`src/logic/pps_consts.svh`:
```
`ifndef PPS_CONSTS_SVH
`define PPS_CONSTS_SVH

// Counts of shared pins in each group
`define PPS_NUM_TIMERS 2
`define PPS_NUM_UARTS 3
`define PPS_NUM_REGION_SEL 7

// Reset value of every peripheral output enable: port operation
`define PPS_ENABLE_RESET 1'h0
// Reset value of the clock output pin synchroniser flops
`define PPS_PIN_RESET 1'h0

`endif

```
`src/logic/pps_pkg.sv`:
```
`include "pps_consts.svh"

package pps_pkg;

  // One bidirectional pad seen from the core: level out and output enable
  typedef struct packed {
    logic out;
    logic oe;
  } pps_pad_drive_t;

  // Port-logic request for one pin
  typedef struct packed {
    logic data;
    logic dir_out;
  } pps_port_req_t;

  // Per-UART peripheral side
  typedef struct packed {
    logic tx_data;
    logic tx_en;
    logic clk_out;
    logic clk_out_en;
  } pps_uart_out_t;

  typedef struct packed {
    logic rx;
    logic clk_in;
  } pps_uart_in_t;

endpackage

```
`src/logic/pps_pin_share.sv`:
```
`include "pps_consts.svh"

module pps_pin_share
  import pps_pkg::*;
#(
  parameter int NT = `PPS_NUM_TIMERS,
  parameter int NU = `PPS_NUM_UARTS,
  parameter int NR = `PPS_NUM_REGION_SEL
) (
  input wire logic core_clk, // System clock
  input wire logic resetn, // Async reset, active low
  input wire logic standby_request_n, // Standby pin
  output logic standby_req, // Synchronised standby request
  input wire logic [NT-1:0] timer_wave_out, // Timer waveforms
  input wire logic [NT-1:0] timer_out_en_set, // Timer output enables
  input wire pps_port_req_t [NT-1:0] port_bits_timer_out, // Port requests
  input wire logic [NT-1:0] timer_pin_in, // Timer pad levels
  output pps_pad_drive_t [NT-1:0] timer_pad, // Timer pad drive
  output logic [NT-1:0] timer_port_in, // Timer pins to port
  input wire pps_uart_out_t [NU-1:0] uart_out, // UART outputs
  output pps_uart_in_t [NU-1:0] uart_in, // UART sampled inputs
  input wire pps_port_req_t [NU-1:0] port_rx, // Port on rx pins
  input wire pps_port_req_t [NU-1:0] port_tx, // Port on tx pins
  input wire pps_port_req_t [NU-1:0] port_sck, // Port on clock pins
  input wire logic [NU-1:0] serial_rx_pin, // Receive pad levels
  input wire logic [NU-1:0] serial_tx_pin, // Transmit pad levels
  input wire logic [NU-1:0] serial_clk_pin, // Clock pad levels
  output pps_pad_drive_t [NU-1:0] serial_rx_pad, // Receive pad drive
  output pps_pad_drive_t [NU-1:0] serial_tx_pad, // Transmit pad drive
  output pps_pad_drive_t [NU-1:0] serial_clk_pad, // Clock pad drive
  output logic [NU-1:0] port_rx_in, // Receive pins to port
  output logic [NU-1:0] port_tx_in, // Transmit pins to port
  output logic [NU-1:0] port_sck_in, // Clock pins to port
  input wire logic program_sel, // Program memory select request
  output logic program_mem_select, // Program memory select pin
  input wire logic [NR-1:0] region_sel, // Region select requests
  input wire logic [NR-1:0] region_sel_en, // Chip-select control bits
  input wire pps_port_req_t [NR-1:0] port_bits_select, // Port requests
  input wire logic [NR-1:0] region_pin_in, // Region pad levels
  output pps_pad_drive_t [NR-1:0] region_selects, // Region pad drive
  output logic [NR-1:0] region_port_in, // Region pins to port
  input wire logic clk_out_en_set, // Clock output enable
  input wire logic internal_clk, // Internal clock to present
  input wire pps_port_req_t port_bit_clkout, // Port request on clock pin
  input wire logic clkout_pin_in, // Clock output pad level
  output pps_pad_drive_t clkout_pad, // Clock output pad drive
  output logic clkout_port_in // Clock output pin to port
);

  // Pin mux: peripheral wins while enabled, else the port drives
  function automatic pps_pad_drive_t mux_pin(input logic en,
      input logic per, input pps_port_req_t prt);
    pps_pad_drive_t d;
    d.out = en ? per : prt.data;
    d.oe = en ? 1'h1 : prt.dir_out;
    return d;
  endfunction

  // Enables are registered so every pin with a port request leaves reset as a port bit
  logic [NT-1:0] timer_en;
  logic [NU-1:0] tx_en;
  logic [NU-1:0] sck_en;
  logic [NR-1:0] region_en;
  logic clk_en;

  always_ff @(posedge core_clk or negedge resetn) begin
    if (!resetn) begin
      timer_en <= {NT{`PPS_ENABLE_RESET}};
    end else begin
      timer_en <= timer_out_en_set;
    end
  end

  // Both output enables of a channel move on the same edge
  always_ff @(posedge core_clk or negedge resetn) begin
    if (!resetn) begin
      tx_en <= {NU{`PPS_ENABLE_RESET}};
      sck_en <= {NU{`PPS_ENABLE_RESET}};
    end else begin
      for (int i = 0; i < NU; i++) begin
        tx_en[i] <= uart_out[i].tx_en;
        sck_en[i] <= uart_out[i].clk_out_en;
      end
    end
  end

  always_ff @(posedge core_clk or negedge resetn) begin
    if (!resetn) begin
      region_en <= {NR{`PPS_ENABLE_RESET}};
    end else begin
      region_en <= region_sel_en;
    end
  end

  always_ff @(posedge core_clk or negedge resetn) begin
    if (!resetn) begin
      clk_en <= `PPS_ENABLE_RESET;
    end else begin
      clk_en <= clk_out_en_set;
    end
  end

  // Standby pin is a pure input, synchronised before use
  logic stby_meta;
  logic stby_sync;
  always_ff @(posedge core_clk or negedge resetn) begin
    if (!resetn) begin
      stby_meta <= 1'h1;
      stby_sync <= 1'h1;
    end else begin
      stby_meta <= standby_request_n;
      stby_sync <= stby_meta;
    end
  end
  assign standby_req = !stby_sync;

  // Two-flop synchronisers, one per pin group; pad levels are asynchronous
  logic [NT-1:0] tmr_m, tmr_s;
  logic [NU-1:0] rx_m, rx_s, tx_m, tx_s, ck_m, ck_s;
  logic [NR-1:0] rg_m, rg_s;
  logic co_m, co_s;

  always_ff @(posedge core_clk or negedge resetn) begin
    if (!resetn) begin
      tmr_m <= '0;
      tmr_s <= '0;
    end else begin
      tmr_m <= timer_pin_in;
      tmr_s <= tmr_m;
    end
  end

  always_ff @(posedge core_clk or negedge resetn) begin
    if (!resetn) begin
      rx_m <= '0;
      rx_s <= '0;
    end else begin
      rx_m <= serial_rx_pin;
      rx_s <= rx_m;
    end
  end

  always_ff @(posedge core_clk or negedge resetn) begin
    if (!resetn) begin
      tx_m <= '0;
      tx_s <= '0;
    end else begin
      tx_m <= serial_tx_pin;
      tx_s <= tx_m;
    end
  end

  always_ff @(posedge core_clk or negedge resetn) begin
    if (!resetn) begin
      ck_m <= '0;
      ck_s <= '0;
    end else begin
      ck_m <= serial_clk_pin;
      ck_s <= ck_m;
    end
  end

  always_ff @(posedge core_clk or negedge resetn) begin
    if (!resetn) begin
      rg_m <= '0;
      rg_s <= '0;
    end else begin
      rg_m <= region_pin_in;
      rg_s <= rg_m;
    end
  end

  always_ff @(posedge core_clk or negedge resetn) begin
    if (!resetn) begin
      co_m <= `PPS_PIN_RESET;
      co_s <= `PPS_PIN_RESET;
    end else begin
      co_m <= clkout_pin_in;
      co_s <= co_m;
    end
  end

  // Pins read back to the port in every configuration
  assign timer_port_in = tmr_s;
  assign port_rx_in = rx_s;
  assign port_tx_in = tx_s;
  assign port_sck_in = ck_s;
  assign region_port_in = rg_s;
  assign clkout_port_in = co_s;

  genvar g;
  generate
    for (g = 0; g < NT; g++) begin : g_tmr
      assign timer_pad[g] = mux_pin(timer_en[g], timer_wave_out[g],
                                    port_bits_timer_out[g]);
    end
    for (g = 0; g < NU; g++) begin : g_uart
      // Receive pin has no select; only the port may drive it
      assign serial_rx_pad[g] = mux_pin(1'h0, 1'h0, port_rx[g]);
      assign uart_in[g].rx = rx_s[g];
      assign serial_tx_pad[g] = mux_pin(tx_en[g], uart_out[g].tx_data,
                                        port_tx[g]);
      assign serial_clk_pad[g] = mux_pin(sck_en[g], uart_out[g].clk_out,
                                         port_sck[g]);
      // Clock input seen regardless of who drives the pad
      assign uart_in[g].clk_in = ck_s[g];
    end
    for (g = 0; g < NR; g++) begin : g_reg
      assign region_selects[g] = mux_pin(region_en[g], region_sel[g],
                                         port_bits_select[g]);
    end
  endgenerate

  // Program select registered so the pin comes from a flip-flop
  always_ff @(posedge core_clk or negedge resetn) begin
    if (!resetn) begin
      program_mem_select <= 1'h1;
    end else begin
      program_mem_select <= program_sel;
    end
  end

  // Clock passes straight through; registering it would halve its rate
  assign clkout_pad = mux_pin(clk_en, internal_clk, port_bit_clkout);

endmodule

```
`config.mk`:
```
export PLATFORM = sky130hd
export DESIGN_NAME = pps_pin_share
export DESIGN_NICKNAME = d
export VERILOG_FILES = /design/src/logic/pps_pkg.sv /design/src/logic/pps_pin_share.sv
export VERILOG_INCLUDE_DIRS = /design/src /design/src/logic
export SDC_FILE = /design/constraint.sdc
export NUM_CORES = 1
export LEC_CHECK = 0
export BUFFER_PORTS_ARGS = -buffer_cell sky130_fd_sc_hd__buf_2
export CORE_MARGIN = 2
export CORE_UTILIZATION = 30
export DETAILED_ROUTE_END_ITERATION = 10
export PLACE_DENSITY = 0.65
export SLEW_MARGIN = 20
export SYNTH_ARGS = -nofsm -noshare
export SYNTH_HDL_FRONTEND = slang
export SYNTH_SLANG_ARGS = --single-unit
export TNS_END_PERCENT = 10
```
`constraint.sdc`:
```
create_clock -name core_clk -period 1.2 [get_ports core_clk]
set_clock_uncertainty 0.1 [all_clocks]
set_input_delay 0 -clock core_clk [delete_from_list [all_inputs] [get_ports core_clk]]
set_output_delay 0 -clock core_clk [all_outputs]
set_load 0.01 [all_outputs]
```
==> metrics.txt, run 1 <==
status=finished, violations left; failing checks=setup timing; TNS Setup=-0.6703 ns; crit path time final=1.255 ns; HP Class=in -> async; clock latency on the worst-skew pair=0.33 ns; Post-CTS Setup Inserts=0; RSZ-0062 raised after global routing=yes; Reg power frac=0.445; ratio of cells with drive above 1 in the final layout=0.6141; Synth Area in XOR/XNOR=0; Area Growth Syn to Fin=82.95%; cells after synthesis=102; worst-path cell chain=mux2_4 -> buf_6; post-route setup slack=-0.05498 ns; max_cap viols=0; total power=4.643 mW; Max-Slew Margin vs Limit=0.7035; Worst Path Required=1.10 ns; Seq/Total Area, Yosys=0.7671; Starting Density=0.3130; pwr dens=1361 nW/um^2; clk root buf=clkbuf_8; post-layout util=0.5727; switching power=990.1 uW; die height=82.83 microns; antenna-violating nets left=0; Setup CP Type=reg -> out; CP startpoint kind=flop; hold slack=0.04444 ns; TritonCTS Buffers=9; CP Capture Type=output pin; CTS tree=done; ANT cells=0; Peak Freq=796.8 MHz; CP peak stage delay=0.40 ns; Tot GR Track Use=0.1550; Slowest cell on crit path=dfrtp_1; post-synthesis mux area share=0.1289; Ys Warns=0; antenna violations before repair=0; Final Hold Fails=0; Setup Viol. Count Final=16; CTS sink cnt=57; Slew Viols, Final=0; Netlist cell types=7; clock share of power=0.417; Worst-path clk slew=0.06 ns; Tightest Pin Transition=0.4447 ns; Synthesized Nets=195; DRC violations left=0; largest family of logic cells by synthesized area=multiplexers; Post-Synth Adder-Cell Area=0; Ports=158; routability cong.=0.6865; Core Box Area=5956 sq um; CP max FO=2; drt pass-1 iters=4; Worst VDD drop=1.145 mV; R2R setup slack=0.53 ns; Arrival @ worst endpoint=1.15 ns; final worst path period share=1.046; die area=6861 sq um; Compound-Gate Fraction of Synth Area=0; Gate power share=0.139; vias per inst=4.080; switching share of total power=0.2132; first-pass GRT wire length=8169 microns; leakage=1.743 nW; synthesized flop and latch total=57; Vias=1522; Fill cells=490; Post-Syn Area=1864 sq um; Die Wd=82.83 microns; cell family with most CP delay=flip-flops; htree depth=3; initial DRC count=16; FP Rows=28; worst path bufs/invs=1; Internal=3.653 mW; clk buf depth=2; pin count of the biggest net entering global routing=20; Routed WL per cell=13.31 microns; final global-route overflow total=0; # nets final=386; vias in the first global route=1780; Mean Syn Cell Area=18.28 sq um; Routed WL=4966 microns; simple-gate share of the synthesized area=0.05369; IO Port Bufs=145; Detail Placement HPWL=3371 microns
cell usage in the layout, fill, tap and decap left out:
cell / instances
buf_12: 2
buf_2: 128
buf_4: 1
buf_6: 17
bufinv_16: 2
clkbuf_1: 1
clkbuf_8: 10
clkinv_2: 2
clkinv_4: 1
dfrtp_1: 54
dfstp_2: 3
dlygate4sd3_1: 44
inv_1: 1
mux2_4: 16
or2_1: 15
or2_4: 1
metrics by stage:
| step | area [sq um] | setup slack (ns) | std cells |
|---|---|---|---|
| detailed placement | 2641 | 0.2887 | 313 |
| global placement | 2641 | 0.3047 | 313 |
| global route | 3411 | -0.1147 | 373 |
| finish | 3411 | -0.05498 | 373 |
| floorplan | 1864 | 0.4294 | 102 |
| CTS | 3411 | -0.07134 | 373 |
kinds of logic (layout without fill, tap and decap cells):
group | after synthesis | after routing
DFF | 57 | 57
muxes | 16 | 16
and+or+nand+nor | 16 | 16
buffers and inverters | 13 | 209
timing repair:
| action | in CTS | in global routing |
|---|---|---|
| pin swaps | 4 | 11 |
| gates resized for setup | 18 | 0 |
| endpoints found under the setup margin | 21 | 32 |
| endpoints found under the hold margin | 98 | 0 |
| hold buffers | 44 | 0 |
| gates cloned | 0 | 0 |
cell usage after synthesis:
cell,count,area share
mux2_4,16,0.13
or2_2,1,0.0034
dfstp_2,3,0.042
buf_4,12,0.048
inv_1,1,0.0020
or2_1,15,0.050
dfrtp_1,54,0.72
power by group through the flow:
stage,combinational [mW],clock (mW),sequential [mW]
final,0.645,1.93,2.06
after floorplan,0.174,0,2.11
after global placement,0.458,0,2.09
after global routing,0.698,2.10,2.07
after CTS,0.646,1.99,2.06
after detailed placement,0.467,0,2.10
sequential cells by signal, summed over array words and instances, names as in the netlist:
name	count
program_mem_select	1
sck_en	3
rg_m	7
clkout_port_in	1
port_rx_in	3
tx_m	3
ck_m	3
clk_en	1
stby_sync	1
region_en	7
tmr_m	2
tx_en	3
timer_en	2
timer_port_in	2
rx_m	3
region_port_in	7
port_tx_in	3
stby_meta	1
port_sck_in	3
co_m	1
area by class of cell:
class	count	area [sq um]	share of cell area
clock buffers	11	141.4	0.04145
clock inverters	5	78.83	0.02311
inverters	1	3.754	0.001101
multi-input cells	32	342.8	0.1005
flip-flops and latches	57	1430	0.4193
well taps	75	93.84	0.02751
repair buffers	192	1320	0.3870
final timing paths:
kind | startpoint | end | depth (start not counted)
min | resetn | ck_m[0] | 2
max reg2reg | stby_meta | stby_sync | 0
min reg2reg | tx_m[1] | port_tx_in[1] | 0
max | timer_en[0] | timer_pad[1] | 2
max in group asynchronous | resetn | stby_sync | 3
min in group core_clk | port_bits_select[8] | region_selects[8] | 3
metal layers:
metal,part of all wire,GRT usage,up-vias
li1,-,-,699
met1,0.32,0.1346,732
met2,0.57,0.2962,86
met3,0.095,0.07654,5
met4,0.011,0.06259,0
met5,0,0,-
Note: power is estimated with default switching activity, not from simulation.
==> inputs of run 2 (changes only) <==
--- a/config.mk
+++ b/config.mk
@@ -8,9 +8,9 @@
 export LEC_CHECK = 0
 export BUFFER_PORTS_ARGS = -buffer_cell sky130_fd_sc_hd__buf_2
 export CORE_MARGIN = 2
-export CORE_UTILIZATION = 30
+export CORE_UTILIZATION = 40
 export DETAILED_ROUTE_END_ITERATION = 10
-export PLACE_DENSITY = 0.65
+export PLACE_DENSITY = 0.83
 export SLEW_MARGIN = 20
 export SYNTH_ARGS = -nofsm -noshare
 export SYNTH_HDL_FRONTEND = slang
==> metrics.txt, run 2 (same netlist as run 1, synthesis figures left out) <==
antenna-violating nets left=0 (unchanged); Tot GR Track Use=0.2458 (was 0.1550); die height=72.27 microns (was 82.83 microns); routability cong.=0.6922 (was 0.6865); reg-to-reg startpoint=stby_meta (unchanged); Area Growth Syn to Fin=78.52% (was 82.95%); switching power=1.010 mW (was 990.1 uW); post-route cell area=3328 sq um (was 3411 sq um); pwr dens=1290 nW/um^2 (was 1361 nW/um^2); worst-case reg-to-reg path depth=0 (unchanged); vias per inst=4.496 (was 4.080); Worst VDD drop=1.043 mV (was 1.145 mV); Fill cells=259 (was 490); final worst path period share=1.085 (was 1.046); Max-Slew Margin vs Limit=0.6951 (was 0.7035); clk buf depth=2 (unchanged); CP Capture Type=output pin (unchanged); Reg power frac=0.483 (was 0.445); FP Rows=24 (was 28); failing checks=setup timing (unchanged); CTS tree=done (unchanged); first-pass GRT wire length=8956 microns (was 8169 microns); Tightest Pin Transition=0.4573 ns (was 0.4447 ns); initial DRC count=19 (was 16); Gate power share=0.154 (was 0.139); Arrival @ worst endpoint=1.20 ns (was 1.15 ns); clock latency on the worst-skew pair=0.32 ns (was 0.33 ns); final global-route overflow total=0 (unchanged); drt pass-1 iters=4 (unchanged); Core Box Area=4414 sq um (was 5956 sq um); Die Wd=72.27 microns (was 82.83 microns); Worst-path clk slew=0.06 ns (about the same); clk root buf=clkbuf_8 (unchanged); leakage=1.718 nW (was 1.743 nW); ANT cells=0 (unchanged); Slew Viols, Final=0 (unchanged); # nets final=385 (was 386); most frequent cells in the layout=buf_2 (128), dfrtp_1 (54), dlygate4sd3_1 (44) (unchanged); Routed WL per cell=17.21 microns (was 13.31 microns); Final Hold Fails=0 (unchanged); clock share of power=0.363 (was 0.417); IO Port Bufs=145 (unchanged); vias in the first global route=1751 (was 1780); Register Area=1430 sq um (unchanged); htree depth=3 (unchanged); Routed WL=6005 microns (was 4966 microns); HP Class=in -> async (unchanged); ratio of cells with drive above 1 in the final layout=0.6094 (was 0.6141); Setup Viol. Count Final=18 (was 16); post-layout util=0.7540 (was 0.5727); Ports=158 (unchanged); Critical Path Start=region_en[3] (was timer_en[0]); Worst Path Required=1.10 ns (about the same); hold slack=0.07511 ns (was 0.04444 ns); pin count of the biggest net entering global routing=22 (was 20); max_cap viols=0 (unchanged); Vias=1569 (was 1522); CP startpoint kind=flop (unchanged); Detail Placement HPWL=3416 microns (was 3371 microns); TNS Setup=-0.8185 ns (was -0.6703 ns); most common cell after layout, fill and taps aside=buf_2 (unchanged); Starting Density=0.4223 (was 0.3130); crit path time final=1.302 ns (was 1.255 ns); RSZ-0062 raised after global routing=yes (unchanged); Internal=3.283 mW (was 3.653 mW); Setup CP Type=reg -> out (unchanged); antenna violations before repair=0 (unchanged); Peak Freq=768.3 MHz (was 796.8 MHz); CP max FO=2 (unchanged); TritonCTS Buffers=9 (unchanged); Post-DP Area=2605 sq um (was 2641 sq um); footprint of the multi-input gates=342.8 sq um (unchanged); CTS sink cnt=57 (unchanged); switching share of total power=0.2352 (was 0.2132); DRC violations left=0 (unchanged); post-route setup slack=-0.1016 ns (was -0.05498 ns); die area=5223 sq um (was 6861 sq um); status=finished, violations left (unchanged)
[run 2: cell count changes in the layout (fill, tap and decap cells not counted)]
cell,change
buf_4,-1
bufinv_16,-2
clkbuf_1,+1
clkbuf_8,+1
clkinv_2,+1
clkinv_4,-1
[run 2: final timing paths]
kind	slack (ns)	end
hold / removal	0.08	port_sck_in[1]
setup / recovery	-0.10	region_selects[7]
setup reg to reg	0.53	stby_sync
hold reg to reg	0.24	port_sck_in[1]
min in group core_clk	0.16	timer_pad[2]
max in group asynchronous	0.37	stby_meta
[run 2: repair_timing]
action                     CTS  global route
hold buffers                44             0
gates resized for setup     18             0
setup buffers                0             0
hold endpoints to repair    97             0
pin swaps                    3            11
cloned                       0             0
setup endpoints to repair   21            32
[run 2: per-stage QoR]
step | setup WS (ns) | std cells | power, mW
2_1_floorplan | 0.4294 | 102 | 2.284
3_5_place_dp | 0.2604 | 289 | 2.564
3_3_place_gp | 0.2851 | 289 | 2.544
6_report | -0.1016 | 349 | 4.293
4_1_cts | -0.09502 | 349 | 4.287
5_1_grt | -0.1300 | 349 | 4.475
[run 2: worst max-delay path: stages (launching register included)]
cell and delay, ns:
dfrtp_1 0.42, mux2_4 0.34, buf_6 0.13
[run 2: final cells by class]
class | instances | share of cell area
timing repair buffer | 191 | 0.3944
clock buffer | 13 | 0.04774
multi-input combinational | 32 | 0.1030
tap | 52 | 0.01955
clock inverter | 3 | 0.004511
inverter | 1 | 0.001128
sequential | 57 | 0.4297
[run 2: power groups by stage]
stage | combinational, mW | clock [mW] | sequential, mW
final | 0.661 | 1.56 | 2.07
after floorplan | 0.174 | 0 | 2.11
after CTS | 0.646 | 1.57 | 2.07
after detailed placement | 0.464 | 0 | 2.10
after global placement | 0.452 | 0 | 2.09
after global routing | 0.708 | 1.69 | 2.08
[run 2: per-layer routing]
layer / GRT usage / wire [microns]
met1: 0.2550 / 2065
met2: 0.4220 / 3150
met3: 0.1139 / 629
met4: 0.1132 / 160
met5: 0 / 0
